[config.mk]
export PLATFORM = sky130hd
export DESIGN_NAME = uart_irq_fifo_line_control
export DESIGN_NICKNAME = d
export VERILOG_FILES = /design/src/verilog/uart_irq_line_pkg.sv /design/src/verilog/uart_irq_fifo_line_control.sv
export SDC_FILE = /design/constraint.sdc
export NUM_CORES = 1
export LEC_CHECK = 0
export BUFFER_PORTS_ARGS = -buffer_cell sky130_fd_sc_hd__buf_2
export CORE_MARGIN = 2
export CORE_UTILIZATION = 49
export CTS_CLUSTER_DIAMETER = 80
export CTS_CLUSTER_SIZE = 20
export DETAILED_ROUTE_END_ITERATION = 10
export HOLD_SLACK_MARGIN = 0.1
export PLACE_DENSITY = 0.87
export SYNTH_ARGS = -nofsm -noshare
export SYNTH_HDL_FRONTEND = slang
export SYNTH_SLANG_ARGS = --single-unit
[constraint.sdc]
create_clock -name hclk -period 3.38 [get_ports hclk]
set_clock_uncertainty 0.15 [all_clocks]
set_input_delay 0.507 -clock hclk [delete_from_list [all_inputs] [get_ports hclk]]
set_output_delay 0.507 -clock hclk [all_outputs]
set_load 0.05 [all_outputs]
[src/verilog/uart_irq_line_pkg.sv]
// Purpose: Shared constants and carrier types for the UART interrupt and line control block
// Assumes: AHB-Lite word registers, 8-bit register values in the low byte
// Notes:   Offsets are byte addresses on the register bus
package uart_irq_line_pkg;

  // Register byte offsets
  localparam logic [7:0] OFS_DATA = 8'h00;  // rx_holding_reg read, tx_holding_reg write
  localparam logic [7:0] OFS_ISR  = 8'h08;  // interrupt_status_reg read, fifo_control_reg write
  localparam logic [7:0] OFS_LCR  = 8'h0C;  // line_control_reg
  localparam logic [7:0] OFS_LSR  = 8'h14;  // line_status_reg, read only
  localparam logic [7:0] OFS_MSR  = 8'h18;  // modem_status_reg, read only
  localparam logic [7:0] OFS_EFR  = 8'h24;  // enhanced_feature_reg

  // Reset values
  localparam logic [7:0] LCR_RST = 8'h00;
  localparam logic [7:0] EFR_RST = 8'h00;

  // Field positions
  localparam int FCR_EN_BIT    = 0;
  localparam int FCR_RXRST_BIT = 1;
  localparam int FCR_TXRST_BIT = 2;
  localparam int FCR_DMA_BIT   = 3;
  localparam int EFR_ENH_BIT   = 4;
  localparam int EFR_RTS_BIT   = 6;
  localparam int EFR_CTS_BIT   = 7;
  localparam int IER_RX_BIT    = 0;
  localparam int IER_TX_BIT    = 1;
  localparam int IER_LS_BIT    = 2;
  localparam int IER_MS_BIT    = 3;
  localparam int IER_XOFF_BIT  = 5;
  localparam int IER_RTS_BIT   = 6;
  localparam int IER_CTS_BIT   = 7;

  // Interrupt status codes, bits 5..0
  localparam logic [5:0] CODE_LS   = 6'h06;
  localparam logic [5:0] CODE_TO   = 6'h0C;
  localparam logic [5:0] CODE_RX   = 6'h04;
  localparam logic [5:0] CODE_TX   = 6'h02;
  localparam logic [5:0] CODE_MS   = 6'h00;
  localparam logic [5:0] CODE_XS   = 6'h10;
  localparam logic [5:0] CODE_FL   = 6'h20;
  localparam logic [5:0] CODE_NONE = 6'h01;

  // FIFO trigger levels for codes 00..11
  localparam logic [4:0] TRIG_L0 = 5'h01;
  localparam logic [4:0] TRIG_L1 = 5'h04;
  localparam logic [4:0] TRIG_L2 = 5'h08;
  localparam logic [4:0] TRIG_L3 = 5'h0E;

  // Receive time-out: character times plus extra bit times
  localparam logic [6:0] TO_CHARS      = 7'h04;
  localparam logic [6:0] TO_EXTRA_BITS = 7'h0C;
  localparam logic [3:0] START_PLUS_5  = 4'h6;

  localparam logic [2:0] SIZE_WORD = 3'h2;

  typedef struct packed {
    logic       div_en;
    logic       brk;
    logic       force_par;
    logic       even;
    logic       par_en;
    logic       stop2;
    logic [1:0] wlen;
  } line_fmt_t;

  typedef struct packed {
    logic [1:0] rx_trig;
    logic [1:0] tx_trig;
    logic       dma;
    logic       en;
  } fifo_ctl_t;

  typedef struct packed {
    logic push;
    logic xoff;
    logic xon;
    logic special;
  } rx_evt_t;

endpackage : uart_irq_line_pkg

[src/verilog/uart_irq_fifo_line_control.sv]
// Purpose: Interrupt source encoder, FIFO control and character format for one UART channel
// Assumes: Data path, FIFOs and status registers live outside and report through ports
// Notes:   Zero wait state AHB-Lite slave, read data registered in the address phase
// Operation
// - Line status interrupt raised when any line status error bit 1..4 sets.
// - Time-out interrupt after four character times plus twelve bit times idle.
// - Transmit ready interrupt from transmit trigger level or transmit FIFO empty.
// - Modem status interrupt raised when any modem change bit 0..3 sets.
// - Flow interrupt on CTS# or RTS# rising edge during automatic flow control.
// - Reading line status register clears the line status interrupt.
// - Receive ready clears only when occupancy drops below trigger level.
// - Reading receive holding register clears the time-out interrupt.
// - Interrupt status read or transmit holding write clears transmit ready.
// - Modem status read clears modem and flow change interrupts.
// - Xoff clears on status read or Xon; special on status read or next char.
// - Seven priority levels, only the highest pending source reported.
// - Status bits 5..0 carry the source code, 000001 when nothing pending.
// - Status bits 7:6 read one while FIFOs enabled, else zero.
// - Status bits 4 and 5 report only with enhanced bit 4 set.
// - FIFO control bits ignored unless bit 0 written one; bit 0 zero disables.
// - FIFO reset bits pulse pointer resets once, only with FIFOs enabled.
// - Transmit trigger 1/4/8/14, writable only with enhanced bit 4 set.
// - Receive trigger 1/4/8/14 sets the receive interrupt threshold.
// - Line control bits 1:0 select 5 to 8 bit words, 5 after reset.
// - Bit 2 clear gives one stop bit, else 1.5 for 5-bit or two stops.
// - Bit 3 enables parity, bit 4 selects odd when 0, even when 1.
// - Overrun sets at once; bits 2..4 when errored char reaches the top.
`timescale 1ns/1ns
module uart_irq_fifo_line_control
  import uart_irq_line_pkg::*;
(
  // Clock and reset
  input  wire logic        hclk,
  input  wire logic        hresetn,
  // AHB-Lite slave
  input  wire logic        hsel,
  input  wire logic [7:0]  haddr,
  input  wire logic        hwrite,
  input  wire logic [1:0]  htrans,
  input  wire logic [2:0]  hsize,
  input  wire logic [31:0] hwdata,
  input  wire logic        hready,
  output logic             hreadyout,
  output logic             hresp,
  output logic [31:0]      hrdata,
  // Status from the surrounding UART
  input  wire logic [7:0]  rx_data,
  input  wire logic [7:0]  line_status,
  input  wire logic [7:0]  modem_status,
  input  wire logic [7:0]  ier,
  input  wire logic [4:0]  rx_count,
  input  wire logic [4:0]  tx_count,
  input  wire logic        bit_tick,
  input  wire rx_evt_t     rx_evt,
  input  wire logic        cts_n,
  input  wire logic        rts_n_state,
  // Controls to the surrounding UART
  output logic [7:0]       tx_data,
  output logic             tx_write,
  output logic             rx_read,
  output fifo_ctl_t        fifo_ctl,
  output logic             rx_fifo_reset,
  output logic             tx_fifo_reset,
  output line_fmt_t        line_fmt,
  output logic [7:0]       enhanced_feature_reg,
  output logic             int_pending
);

  ////////////////////////////////////////////////////////////////////////////
  // Bus decode

  logic        acc;
  logic        rd_acc;
  logic        wr_acc;
  logic        wr_pend_r;
  logic [7:0]  wr_addr_r;
  logic        lsr_rd;
  logic        msr_rd;
  logic        isr_rd;
  logic        rhr_rd;
  logic        wr_now;
  logic [7:0]  wdat;
  logic [5:0]  isr_code;
  logic [7:0]  isr_val;
  logic [7:0]  rd_mux;
  line_fmt_t   lcr_r;
  fifo_ctl_t   fcr_r;
  logic [7:0]  efr_r;
  logic        rxrst_r;
  logic        txrst_r;
  logic [7:0]  txd_r;
  logic        txw_r;

  // Only whole-word writes take effect; other writes complete harmlessly, reads of any size act
  assign acc       = hsel & htrans[1] & hready;
  assign rd_acc    = acc & ~hwrite;
  assign wr_acc    = acc & hwrite & (hsize == SIZE_WORD);
  assign lsr_rd    = rd_acc & (haddr == OFS_LSR);
  assign msr_rd    = rd_acc & (haddr == OFS_MSR);
  assign isr_rd    = rd_acc & (haddr == OFS_ISR);
  assign rhr_rd    = rd_acc & (haddr == OFS_DATA);
  assign wr_now    = wr_pend_r;
  assign wdat      = hwdata[7:0];
  assign hreadyout = 1'b1;
  assign hresp     = 1'b0;

  // Write address captured in the address phase, data used in the data phase
  always_ff @(posedge hclk or negedge hresetn)
    if (!hresetn)
    begin
      wr_pend_r <= 1'b0;
      wr_addr_r <= 8'h00;
    end
    else
    begin
      wr_pend_r <= wr_acc;
      wr_addr_r <= haddr;
    end

  // Read data mux; unmapped offsets read as zero
  always_comb
  begin
    case (haddr)
      OFS_DATA: rd_mux = rx_data;
      OFS_ISR:  rd_mux = isr_val;
      OFS_LCR:  rd_mux = lcr_r;
      OFS_LSR:  rd_mux = line_status;
      OFS_MSR:  rd_mux = modem_status;
      OFS_EFR:  rd_mux = efr_r;
      default:  rd_mux = 8'h00;
    endcase
  end

  always_ff @(posedge hclk or negedge hresetn)
    if (!hresetn)
      hrdata <= 32'h0000_0000;
    else if (rd_acc)
      hrdata <= {24'h00_0000, rd_mux};

  ////////////////////////////////////////////////////////////////////////////
  // Control registers

  // Line format register, decoded by the transmitter and receiver
  always_ff @(posedge hclk or negedge hresetn)
    if (!hresetn)
      lcr_r <= LCR_RST;
    else if (wr_now && wr_addr_r == OFS_LCR)
      lcr_r <= wdat;

  always_ff @(posedge hclk or negedge hresetn)
    if (!hresetn)
      efr_r <= EFR_RST;
    else if (wr_now && wr_addr_r == OFS_EFR)
      efr_r <= wdat;

  // FIFO control: a write without the enable bit only disables the FIFOs
  always_ff @(posedge hclk or negedge hresetn)
    if (!hresetn)
      fcr_r <= '0;
    else if (wr_now && wr_addr_r == OFS_ISR)
    begin
      if (wdat[FCR_EN_BIT])
      begin
        fcr_r.en      <= 1'b1;
        fcr_r.dma     <= wdat[FCR_DMA_BIT];
        fcr_r.rx_trig <= wdat[7:6];
        if (efr_r[EFR_ENH_BIT])
          fcr_r.tx_trig <= wdat[5:4];
      end
      else
        fcr_r.en <= 1'b0;
    end

  // Pointer reset strobes last one cycle, so the bits read back as zero
  always_ff @(posedge hclk or negedge hresetn)
    if (!hresetn)
    begin
      rxrst_r <= 1'b0;
      txrst_r <= 1'b0;
    end
    else
    begin
      rxrst_r <= wr_now && wr_addr_r == OFS_ISR && wdat[FCR_EN_BIT] && wdat[FCR_RXRST_BIT];
      txrst_r <= wr_now && wr_addr_r == OFS_ISR && wdat[FCR_EN_BIT] && wdat[FCR_TXRST_BIT];
    end

  // Transmit holding write strobe and data
  always_ff @(posedge hclk or negedge hresetn)
    if (!hresetn)
    begin
      txw_r <= 1'b0;
      txd_r <= 8'h00;
    end
    else
    begin
      txw_r <= wr_now && wr_addr_r == OFS_DATA;
      if (wr_now && wr_addr_r == OFS_DATA)
        txd_r <= wdat;
    end

  assign line_fmt      = lcr_r;
  assign fifo_ctl      = fcr_r;
  assign enhanced_feature_reg           = efr_r;
  assign rx_fifo_reset = rxrst_r;
  assign tx_fifo_reset = txrst_r;
  assign tx_write      = txw_r;
  assign tx_data       = txd_r;
  assign rx_read       = rhr_rd;

  ////////////////////////////////////////////////////////////////////////////
  // Trigger levels and receive ready

  function automatic logic [4:0] trig_lvl(input logic [1:0] code);
    case (code)
      2'b00:   trig_lvl = TRIG_L0;
      2'b01:   trig_lvl = TRIG_L1;
      2'b10:   trig_lvl = TRIG_L2;
      default: trig_lvl = TRIG_L3;
    endcase
  endfunction : trig_lvl

  logic [4:0] rx_lvl;
  logic [4:0] tx_lvl;
  logic       rx_ready_event;

  // Non-FIFO mode behaves as a one-deep FIFO with level one
  assign rx_lvl = fcr_r.en ? trig_lvl(fcr_r.rx_trig) : TRIG_L0;
  assign tx_lvl = fcr_r.en ? trig_lvl(fcr_r.tx_trig) : TRIG_L0;
  // Level term: drops by itself once reads take occupancy below the level
  assign rx_ready_event = (rx_count >= rx_lvl);

  ////////////////////////////////////////////////////////////////////////////
  // Receive time-out timer

  logic [3:0] char_bits;
  logic [6:0] to_limit;
  logic [6:0] to_cnt_r;
  logic       to_flag_r;
  logic       to_restart;
  logic       to_hit;

  // Start + data + parity + stop; 1.5 stops round up to two bit times
  assign char_bits  = START_PLUS_5 + {2'b00, lcr_r.wlen} + {3'b000, lcr_r.par_en}
                    + (lcr_r.stop2 ? 4'h2 : 4'h1);
  assign to_limit   = 7'(TO_CHARS * {3'b000, char_bits}) + TO_EXTRA_BITS;
  assign to_restart = rx_evt.push | rhr_rd | (rx_count == 5'h00);
  assign to_hit     = bit_tick & ~to_restart & ~to_flag_r & (to_cnt_r == to_limit - 7'h01);

  always_ff @(posedge hclk or negedge hresetn)
    if (!hresetn)
      to_cnt_r <= 7'h00;
    else if (to_restart)
      to_cnt_r <= 7'h00;
    else if (bit_tick && !to_flag_r)
      to_cnt_r <= to_cnt_r + 7'h01;

  // A host read restarts the timer, so set and clear never coincide
  always_ff @(posedge hclk or negedge hresetn)
    if (!hresetn)
      to_flag_r <= 1'b0;
    else if (to_hit)
      to_flag_r <= 1'b1;
    else if (rhr_rd)
      to_flag_r <= 1'b0;

  ////////////////////////////////////////////////////////////////////////////
  // Transmit ready

  logic [4:0] tx_prev_r;
  logic       refill_over_r;
  logic       ier_tx_prev_r;
  logic       tx_set;
  logic       tx_flag_r;

  // Falling below the level, or emptying after a refill that stayed at or under it
  assign tx_set = ((tx_count < tx_lvl) && (tx_prev_r >= tx_lvl))
                | ((tx_count == 5'h00) && (tx_prev_r != 5'h00) && !refill_over_r)
                | (ier[IER_TX_BIT] && !ier_tx_prev_r && (tx_count == 5'h00));

  always_ff @(posedge hclk or negedge hresetn)
    if (!hresetn)
    begin
      tx_prev_r     <= 5'h00;
      refill_over_r <= 1'b0;
      ier_tx_prev_r <= 1'b0;
    end
    else
    begin
      tx_prev_r     <= tx_count;
      ier_tx_prev_r <= ier[IER_TX_BIT];
      if (tx_count > tx_lvl)
        refill_over_r <= 1'b1;
      else if (tx_count == 5'h00)
        refill_over_r <= 1'b0;
    end

  // New event wins over a clear in the same cycle
  always_ff @(posedge hclk or negedge hresetn)
    if (!hresetn)
      tx_flag_r <= 1'b0;
    else if (tx_set)
      tx_flag_r <= 1'b1;
    else if (isr_rd || txw_r)
      tx_flag_r <= 1'b0;

  ////////////////////////////////////////////////////////////////////////////
  // Line status, modem status, software and hardware flow sources

  logic ls_prev_r;
  logic ms_prev_r;
  logic ls_set;
  logic ms_set;
  logic ls_flag_r;
  logic ms_flag_r;
  logic xs_flag_r;
  logic xs_special_r;
  logic xs_set;
  logic cts_s1_r;
  logic cts_s2_r;
  logic cts_s3_r;
  logic rts_prev_r;
  logic fl_set;
  logic fl_flag_r;

  // Outside logic presents bits 2..4 for the character at the FIFO top
  assign ls_set = (|line_status[4:1]) & ~ls_prev_r;
  assign ms_set = (|modem_status[3:0]) & ~ms_prev_r;
  assign xs_set = rx_evt.xoff | rx_evt.special;
  assign fl_set = (cts_s2_r & ~cts_s3_r & efr_r[EFR_CTS_BIT])
                | (rts_n_state & ~rts_prev_r & efr_r[EFR_RTS_BIT]);

  always_ff @(posedge hclk or negedge hresetn)
    if (!hresetn)
    begin
      ls_prev_r  <= 1'b0;
      ms_prev_r  <= 1'b0;
      rts_prev_r <= 1'b1;
      cts_s1_r   <= 1'b1;
      cts_s2_r   <= 1'b1;
      cts_s3_r   <= 1'b1;
    end
    else
    begin
      ls_prev_r  <= |line_status[4:1];
      ms_prev_r  <= |modem_status[3:0];
      rts_prev_r <= rts_n_state;
      cts_s1_r   <= cts_n;
      cts_s2_r   <= cts_s1_r;
      cts_s3_r   <= cts_s2_r;
    end

  always_ff @(posedge hclk or negedge hresetn)
    if (!hresetn)
      ls_flag_r <= 1'b0;
    else if (ls_set)
      ls_flag_r <= 1'b1;
    else if (lsr_rd)
      ls_flag_r <= 1'b0;

  always_ff @(posedge hclk or negedge hresetn)
    if (!hresetn)
    begin
      ms_flag_r <= 1'b0;
      fl_flag_r <= 1'b0;
    end
    else
    begin
      if (ms_set)
        ms_flag_r <= 1'b1;
      else if (msr_rd)
        ms_flag_r <= 1'b0;
      if (fl_set)
        fl_flag_r <= 1'b1;
      else if (msr_rd)
        fl_flag_r <= 1'b0;
    end

  // Remember which kind of match raised the flag to pick its clear
  always_ff @(posedge hclk or negedge hresetn)
    if (!hresetn)
    begin
      xs_flag_r    <= 1'b0;
      xs_special_r <= 1'b0;
    end
    else if (xs_set)
    begin
      xs_flag_r    <= 1'b1;
      xs_special_r <= rx_evt.special;
    end
    else if (isr_rd || (rx_evt.xon && !xs_special_r) || (rx_evt.push && xs_special_r))
      xs_flag_r <= 1'b0;

  ////////////////////////////////////////////////////////////////////////////
  // Priority encoder

  logic ls_pend;
  logic to_pend;
  logic rx_pend;
  logic tx_pend;
  logic ms_pend;
  logic xs_pend;
  logic fl_pend;

  assign ls_pend = ls_flag_r & ier[IER_LS_BIT];
  assign to_pend = to_flag_r & ier[IER_RX_BIT];
  assign rx_pend = rx_ready_event & ier[IER_RX_BIT];
  assign tx_pend = tx_flag_r & ier[IER_TX_BIT];
  assign ms_pend = ms_flag_r & ier[IER_MS_BIT];
  assign xs_pend = xs_flag_r & ier[IER_XOFF_BIT] & efr_r[EFR_ENH_BIT];
  assign fl_pend = fl_flag_r & (ier[IER_RTS_BIT] | ier[IER_CTS_BIT])
                 & efr_r[EFR_ENH_BIT];

  always_comb
  begin
    if (ls_pend)
      isr_code = CODE_LS;
    else if (to_pend)
      isr_code = CODE_TO;
    else if (rx_pend)
      isr_code = CODE_RX;
    else if (tx_pend)
      isr_code = CODE_TX;
    else if (ms_pend)
      isr_code = CODE_MS;
    else if (xs_pend)
      isr_code = CODE_XS;
    else if (fl_pend)
      isr_code = CODE_FL;
    else
      isr_code = CODE_NONE;
  end

  assign isr_val     = {fcr_r.en, fcr_r.en, isr_code};
  assign int_pending = ~isr_code[0];

  ////////////////////////////////////////////////////////////////////////////
  // Assertions

  property p_ls_set;
    @(posedge hclk) disable iff (!hresetn)
      $rose(|line_status[4:1]) |=> ls_flag_r;
  endproperty
  a_ls_set: assert property (p_ls_set) else $error("line status flag not set");

  property p_ls_clr;
    @(posedge hclk) disable iff (!hresetn)
      (lsr_rd && !ls_set) |=> !ls_flag_r;
  endproperty
  a_ls_clr: assert property (p_ls_clr) else $error("line status flag not cleared");

  property p_to_fire;
    @(posedge hclk) disable iff (!hresetn)
      to_hit |=> to_flag_r && to_cnt_r == to_limit;
  endproperty
  a_to_fire: assert property (p_to_fire) else $error("time-out did not fire");

  property p_to_clr;
    @(posedge hclk) disable iff (!hresetn)
      rhr_rd |=> !to_flag_r && to_cnt_r == 7'h00;
  endproperty
  a_to_clr: assert property (p_to_clr) else $error("time-out not cleared by read");

  property p_tx_clr;
    @(posedge hclk) disable iff (!hresetn)
      ((isr_rd || txw_r) && !tx_set) |=> !tx_flag_r;
  endproperty
  a_tx_clr: assert property (p_tx_clr) else $error("transmit ready not cleared");

  property p_msr_clr;
    @(posedge hclk) disable iff (!hresetn)
      (msr_rd && !ms_set && !fl_set) |=> !ms_flag_r && !fl_flag_r;
  endproperty
  a_msr_clr: assert property (p_msr_clr) else $error("modem read did not clear");

  property p_prio_ls;
    @(posedge hclk) disable iff (!hresetn)
      ls_pend |-> isr_code == CODE_LS && int_pending;
  endproperty
  a_prio_ls: assert property (p_prio_ls) else $error("line status not top priority");

  property p_none;
    @(posedge hclk) disable iff (!hresetn)
      !(ls_pend | to_pend | rx_pend | tx_pend | ms_pend | xs_pend | fl_pend)
        |-> isr_val[5:0] == CODE_NONE && !int_pending;
  endproperty
  a_none: assert property (p_none) else $error("idle code wrong");

  property p_isr_top;
    @(posedge hclk) disable iff (!hresetn)
      isr_rd |=> hrdata[7:6] == {2{$past(fcr_r.en)}};
  endproperty
  a_isr_top: assert property (p_isr_top) else $error("fifo status bits wrong");

  property p_fcr_ignore;
    @(posedge hclk) disable iff (!hresetn)
      (wr_now && wr_addr_r == OFS_ISR && !wdat[FCR_EN_BIT])
        |=> !fcr_r.en && $stable(fcr_r.rx_trig) && !rx_fifo_reset;
  endproperty
  a_fcr_ignore: assert property (p_fcr_ignore) else $error("fifo control not ignored");

  property p_rst_pulse;
    @(posedge hclk) disable iff (!hresetn)
      rx_fifo_reset |=> !rx_fifo_reset;
  endproperty
  a_rst_pulse: assert property (p_rst_pulse) else $error("reset strobe stuck");

  c_timeout: cover property (@(posedge hclk) disable iff (!hresetn) $rose(to_flag_r));
  c_tx_ready: cover property (@(posedge hclk) disable iff (!hresetn) $rose(tx_flag_r));
  c_flow: cover property (@(posedge hclk) disable iff (!hresetn) fl_pend && isr_code == CODE_FL);
  c_xoff: cover property (@(posedge hclk) disable iff (!hresetn) xs_pend ##1 isr_rd);

endmodule : uart_irq_fifo_line_control

Word level (Yosys, flattened, before mapping)
Cells that the tools add are included.
- logic and storage cells: 172
- output and inout port bits: 69
- input port bits: 99
- register bits: 77
- reduce and logical (&&, ||, !) cells: 41
- multiplexer cells: 29
- $lt $le $gt $ge: 4
- equality and inequality tests: 14
- bitwise gates (word level): 42
- $add $sub $neg: 6
- operator list (kind ; number):
    $pmux W8 S6 ; 1
    $mux W6 ; 7
    $eq A8 B4 Y1 const B ; 4
    $and A1 B1 Y1 ; 27
    $pmux W4 S3 ; 2
    $eq A8 B5 Y1 const B ; 2
    $eq A8 B6 Y1 const B ; 2
    $logic_not A8 Y1 ; 2
    $reduce_bool A2 Y1 ; 8
    $logic_and A1 B1 Y1 ; 15
    $mux W1 ; 14
    $mux W7 ; 2
    $ge A5 B5 Y1 ; 2
    $logic_not A5 Y1 ; 2
    $mux W5 ; 2
    $not A1 Y1 ; 8
    $reduce_or A4 Y1 ; 2
    $add A6 B4 Y7 const B ; 1
    $add A7 B1 Y7 const B ; 1
    $eq A7 B7 Y1 ; 1
    $or A1 B1 Y1 ; 7
    $sub A7 B1 Y7 const B ; 1
    $gt A5 B5 Y1 ; 1
    $lt A5 B5 Y1 ; 1
    other kinds (13) ; 21

Logic depth before layout (Yosys ltp)
Gate-level depths: netlist (run 1).
- depth in word-level cells: 11
- depth in mapped cells: 12
- gate-level depth less buffers: 12

Worst setup path before layout (run 1)
Ideal clock, no wire load.
- kind: flip-flop to output port
- start: reg fcr_r (netlist bit fifo_ctl[0])
- end: out int_pending
- path buffers: 1
- required time: 2.723 ns
- stages on the path, launching flop included: 8
- arrival time: 2.494 ns
- setup slack: 0.229 ns
- cells stage by stage: dfrtp_1 -> clkbuf_1 -> o21ai_0 -> ha_1 -> nand2b_1 -> a31oi_1 -> o21ai_0 -> or3b_2
- cells in the longest elaborated chain, start to end: 7
- ends and longest elaborated chain (item ; line ; RTL):
    start, declared ; uart_irq_fifo_line_control.sv:87 ; fifo_ctl_t fcr_r;
    $mux W5 ; uart_irq_fifo_line_control.sv:227 ; assign rx_lvl = fcr_r.en ? trig_lvl(fcr_r.rx_trig) : TRIG_L0;
    $ge A5 B5 Y1 ; uart_irq_fifo_line_control.sv:230 ; assign rx_ready_event = (rx_count >= rx_lvl);
    $and A1 B1 Y1 ; uart_irq_fifo_line_control.sv:406 ; assign rx_pend = rx_ready_event & ier[IER_RX_BIT];
    $mux W6 ; uart_irq_fifo_line_control.sv:419 ; else if (rx_pend)
    $mux W6 ; uart_irq_fifo_line_control.sv:417 ; else if (to_pend)
    $mux W6 ; uart_irq_fifo_line_control.sv:415 ; if (ls_pend)
    $not A1 Y1 ; uart_irq_fifo_line_control.sv:434 ; assign int_pending = ~isr_code[0];
    end, declared ; uart_irq_fifo_line_control.sv:66 ; output logic int_pending
No other way between the ends.

Worst setup path in the final report (run 1)
Same ends and word-level chain as after synthesis.

==> impl_metrics.tcl, run 1 <==
set metrics [dict create \
    status "complete, no violations" \
    final_nets 621 \
    htreeDepth 3 \
    drt-wirelength-per-cell_um 17.8 \
    placed_cells 594 \
    synth_cell_types 57 \
    tightest_slew_ns 0.962 \
    critPathArrivalTime_ns 2.53 \
    rsz0062_at_grt "no" \
    via_per_inst 5.76 \
    clk_transition_reported_paths_ns 0.08 \
    rows 33 \
    grt_max_degree 78 \
    drc_errors 0 \
    holdWs_ns 0.142 \
    grt_use_total 0.243 \
    cts_buffers 9 \
    fin_tns_setup_ns 0 \
    die_w_um 95.9 \
    cts_tree "done" \
    max_slew_margin 0.358 \
    synth_top_area_cell "dfrtp_1" \
    synth-edff-count 0 \
    dpl.hpwl_mm 8.44 \
    die_y_um 95.9 \
    required_ns 2.72 \
    core_mm2 0.00822 \
    syn_area_mm2 0.00414 \
    vias 3526 \
    drv_slew 0 \
    clk_latency_ns 0.36 \
    clockBufferDepth 2 \
    hp-class "input pin to flip-flop" \
    synthFlopType "dfrtp_1" \
    io_pins 168 \
    period_share 0.944 \
    ys_seq_area_frac 0.467 \
    finalPower_mw 1.90 \
    antenna_found_initial 0 \
    syn_avg_cell_area_um2 10.9 \
    synth_area_leaders "dfrtp_1 (44%), mux2_2 (7.6%), ha_1 (5.4%)" \
    final_common_cell "buf_2" \
    timing.max_cap.violations 0 \
    yosys_register_bits 77 \
    cp_top_family "compound AO/OA/AOI/OAI gates" \
    drt_iter0_markers 335 \
    vdd_drop_max_v 0.000246 \
    timing.final.hold_violations 0 \
    slowest_delay_ns 0.45 \
    layout-drive-gt1-share 0.357 \
    clock_sinks 77 \
    start_util 0.504 \
    end_kind "primary output" \
    first_global_vias 3470 \
    synthArstFlopShare 1.00 \
    p_leak_nw 2.47 \
    portBuffers 115 \
    routed_wl_mm 10.9 \
    routabilityCongestion 0.984 \
    max_freq_mhz 313 \
    grt-ovfl-total 0 \
    power.density_mw_per_mm2 383 \
    crit_path_max_fanout 8 \
    cp-start-kind "flip-flop" \
    crit_type "flip-flop to primary output" \
    path_cells "nand2_1 -> ha_1 -> a211o_1 -> o21ai_2 -> o21ai_0 -> or3b_2 -> buf_2" \
    fin_crit_ns 3.19 \
    antenna_left 0 \
    layout_common_cells "buf_2 (114), dfrtp_1 (72), nand2_1 (30)" \
    ys_warn_count 0 \
    die-area_mm2 0.00919 \
    path_buf_inv 1 \
    grt_pass1_wl_mm 16.6 \
    setup-violations-final 0 \
    slowest_stage "or3b_2" \
    yosysTopAreaCellShare 0.441 \
    area_delta_synth_final_pct 19.6 \
    cts_setup_buffers 0 \
    drtPass1Iterations 5 \
    diodes 0 \
    synthCells 381 \
    clockRootBuffer "clkbuf_8" \
    finalNonFillerCells 612 \
]
==> worst register-to-register path: stages, from the launching register on <==
cell and delay (ns):
dfrtp_1 0.46, inv_1 0.13, fa_1 0.43, fa_1 0.53, inv_1 0.06, ha_1 0.20, xor2_1 0.17, xnor2_1 0.13
nor4_1 0.29, a31oi_1 0.12, nor2_1 0.09
==> cell usage after synthesis, types with 4 or more instances <==
| library cell | instances |
|---|---|
| o21ai_0 | 19 |
| ha_1 | 18 |
| nand3_1 | 12 |
| or4_1 | 4 |
| nor3_1 | 4 |
| dfrtp_1 | 73 |
| nand2b_1 | 4 |
| xnor2_1 | 5 |
| mux2_2 | 28 |
| a21o_1 | 4 |
| nor2b_1 | 10 |
| nand2_1 | 30 |
| a22oi_1 | 13 |
| a21oi_1 | 6 |
| xor2_1 | 6 |
| clkbuf_1 | 4 |
| mux2i_1 | 4 |
| a22o_1 | 8 |
| inv_1 | 18 |
| nor2_1 | 16 |
| dfstp_2 | 4 |
| buf_2 | 4 |
| buf_4 | 26 |
==> path summary, 6_finish.rpt <==
| kind | from | end | slack [ns] | cells past startpoint |
|---|---|---|---|---|
| setup reg to reg | line_fmt[2]$_DFFE_PN0P_ | to_flag_r$_DFFE_PN0P_ | 0.55 | 10 |
| hold / removal | tx_count[3] | tx_prev_r[3]$_DFF_PN0_ | 0.14 | 1 |
| max in group asynchronous | hresetn | fifo_ctl[0]$_DFFE_PN0P_ | 2.27 | 1 |
| min in group asynchronous | hresetn | to_cnt_r[0]$_DFFE_PN0P_ | 0.15 | 1 |
| hold reg to reg | cts_s1_r$_DFF_PN1_ | cts_s2_r$_DFF_PN1_ | 0.21 | 0 |
| setup / recovery | fifo_ctl[0]$_DFFE_PN0P_ | int_pending | 0.19 | 7 |
==> where the power goes <==
group          switching [mW]  internal (mW)  leakage (nW)  total [mW]
Sequential             0.0125          0.941         0.970       0.953
Combinational           0.168         0.0714          1.41       0.239
Clock                   0.359          0.346        0.0931       0.705
Total                   0.539           1.36          2.47        1.90
==> metrics by stage <==
stage                     cell area (µm²)  worst slack, ns  utilization
final                                4950            0.189        0.602
after global routing                 4950           0.0110        0.602
after CTS                            4950            0.153        0.602
after detailed placement             4730            0.453        0.576
after global placement               4730            0.495        0.576
after floorplan                      4230            0.229            -
==> layout make-up <==
| cell class | instances | area, µm² |
|---|---|---|
| Timing Repair Buffer | 120 | 621 |
| Clock inverter | 6 | 71.3 |
| Fill cell | 663 | 3270 |
| Sequential cell | 77 | 1930 |
| Clock buffer | 10 | 128 |
| Multi-Input combinational cell | 276 | 2000 |
| Tap cell | 105 | 131 |
| Inverter | 18 | 67.6 |
==> what timing repair did <==
item / CTS / global route
gates resized for setup: 0 / 1
endpoints found under the hold margin: 2 / 0
hold buffers: 2 / 0
endpoints found under the setup margin: 0 / 1
==> cell families (layout without fill, tap and decap cells) <==
kind of cell             Yosys count  after routing  synth area share
multiplexers                      32             32            0.0859
AO/OA/AOI/OAI                     73             73             0.127
other                              2             26           0.00182
XOR/XNOR                          11             11            0.0233
flip-flops                        77             77             0.467
adder cells (fa/ha/maj)           20             20            0.0641
buffers and inverters             52            154            0.0720
AND/OR/NAND/NOR                  114            114             0.159
==> routing by layer <==
| metal | part of all wire | routed length (µm) | GRT usage | vias up |
|---|---|---|---|---|
| li1 | - | - | - | 1571 |
| met1 | 0.39 | 4290 | 0.296 | 1734 |
| met2 | 0.48 | 5280 | 0.398 | 172 |
| met3 | 0.069 | 753 | 0.0493 | 49 |
| met4 | 0.052 | 562 | 0.146 | 0 |
| met5 | 0 | 0 | 0 | - |
Note: power is estimated with default switching activity, not from simulation.
==> run 2: changes to the inputs <==
- CTS_BUF_LIST: unset -> sky130_fd_sc_hd__clkbuf_16
==> run 2 against run 1 <==
- routed wire length is 1.0% higher
- count of clock-buffer cells in the layout is 1 lower
- die area stayed put
- flip-flop and latch count stayed put
- critical endpoint unchanged
==> impl_metrics.tcl, run 2 (synthesis results as in run 1) <==
set metrics [dict create \
    routabilityCongestion 0.984 \
    fillers 658 \
    die-area_mm2 0.00919 \
    place_area_mm2 0.00473 \
    start_util 0.504 \
    fin_tns_setup_ns 0 \
    cts_buffers 9 \
    drt-wirelength-per-cell_um 18.0 \
    end_kind "primary output" \
    multi_input_area_mm2 0.00200 \
    p_sw_uw 564 \
    fin_crit_ns 3.21 \
    routed_wl_mm 11.0 \
    hp-class "input pin to flip-flop" \
    dpl.hpwl_mm 8.44 \
    vdd_drop_max_v 0.000315 \
    final_nets 619 \
    timing.max_cap.violations 0 \
    final_area_mm2 0.00503 \
    antenna_found_initial 0 \
    portBuffers 115 \
    via_per_inst 5.75 \
    clock_sinks 77 \
    drtPass1Iterations 5 \
    layout-drive-gt1-share 0.356 \
    cp-start-kind "flip-flop" \
    cts_tree "done" \
    required_ns 2.72 \
    max_freq_mhz 312 \
    tightest_slew_ns 0.966 \
    max_slew_margin 0.356 \
    critPathArrivalTime_ns 2.55 \
    power.density_mw_per_mm2 427 \
    die_y_um 95.9 \
    status "complete, no violations" \
    power_frac_seq 0.444 \
    diodes 0 \
    r2r_slack_ns 0.54 \
    crit_start "fifo_ctl[0]$_DFFE_PN0P_" \
    drv_slew 0 \
    internal_power_mw 1.59 \
    vias 3506 \
    grt-ovfl-total 0 \
    seq_area_mm2 0.00193 \
    cts_hold_buf 0 \
    area_delta_synth_final_pct 21.6 \
    io_pins 168 \
    antenna_left 0 \
    crit_type "flip-flop to primary output" \
    rsz0062_at_grt "no" \
    timing.final.hold_violations 0 \
    first_global_vias 3508 \
    rr_worst_depth 10 \
    die_w_um 95.9 \
    grt_max_degree 78 \
    critPathCapture "int_pending" \
    core_mm2 0.00822 \
    grt_use_total 0.243 \
    p_clk_frac 0.445 \
    setup-violations-final 0 \
    switching_share 0.262 \
    final_common_cell "buf_2" \
    htreeDepth 3 \
    cts_setup_buffers 0 \
    r2r-start "line_fmt[2]$_DFFE_PN0P_" \
    cts_resized 0 \
    combPwrFrac 0.111 \
    rows 33 \
    clockBufferDepth 2 \
    clockRootBuffer "clkbuf_16" \
    p_leak_nw 2.52 \
    clk_transition_reported_paths_ns 0.06 \
    drc_errors 0 \
    crit_path_max_fanout 8 \
    clk_latency_ns 0.34 \
    period_share 0.950 \
    grt_pass1_wl_mm 16.7 \
    drt_iter0_markers 327 \
    rr_endpoint "to_flag_r$_DFFE_PN0P_" \
    layout_common_cells "buf_2 (114), dfrtp_1 (73), nand2_1 (30)" \
]
==> run 2: changes by cell type in the layout (fill, tap and decap cells not counted), sizes merged <==
cell,delta
dlygate4sd3,-2
clkbuf,-1
inv,+1
==> run 2: power by group through the flow <==
| stage | clock network [mW] | logic, mW | registers, mW |
|---|---|---|---|
| floorplan | 0 | 0.160 | 0.971 |
| global placement | 0 | 0.228 | 0.969 |
| detailed placement | 0 | 0.234 | 0.971 |
| CTS | 0.965 | 0.237 | 0.955 |
| global route | 1.01 | 0.261 | 0.956 |
| finish | 0.956 | 0.239 | 0.955 |
==> run 2: layout make-up <==
type	instances	area share
Timing Repair Buffer	118	0.119
Inverter	18	0.0134
Tap cell	105	0.0261
Clock buffer	9	0.0448
Clock inverter	7	0.0149
Multi-Input combinational cell	276	0.397
Sequential cell	77	0.384
==> run 2: worst min path at each step <==
stage	cells past startpoint	end	slack [ns]	startpoint
after floorplan	0	enhanced_feature_reg[0]$_DFFE_PN0P_	0.06	hresetn
after global placement	0	cts_s2_r$_DFF_PN1_	0.20	cts_s1_r$_DFF_PN1_
after detailed placement	0	cts_s2_r$_DFF_PN1_	0.20	cts_s1_r$_DFF_PN1_
after CTS	1	cts_s1_r$_DFF_PN1_	0.11	cts_n
after global routing	1	cts_s1_r$_DFF_PN1_	0.12	cts_n
final	1	cts_s1_r$_DFF_PN1_	0.12	cts_n
==> run 2: critical path, cell delays in order (launching register included) <==
cell and delay, ns:
dfrtp_1 0.47, nand2_1 0.09, ha_1 0.31, a211o_1 0.32, o21ai_2 0.19, o21ai_0 0.16
or3b_2 0.45, buf_2 0.22
==> run 2: through the flow <==
| stage | hold slack [ns] | total power, mW | setup WS, ns | instances | util |
|---|---|---|---|---|---|
| after floorplan | 0.0614 | 1.13 | 0.229 | 405 | - |
| after global placement | 0.196 | 1.20 | 0.495 | 594 | 0.576 |
| after detailed placement | 0.204 | 1.21 | 0.453 | 594 | 0.576 |
| after CTS | 0.115 | 2.16 | 0.182 | 610 | 0.612 |
| after global routing | 0.116 | 2.22 | 0.0111 | 610 | 0.612 |
| final | 0.120 | 2.15 | 0.171 | 610 | 0.612 |
==> run 2: per-layer routing <==
layer	GRT usage	wire length (µm)	vias to the layer above
met5	0	0	-
met4	0.142	499	0
met3	0.0517	918	43
met2	0.394	5260	220
met1	0.300	4320	1671
li1	-	-	1572
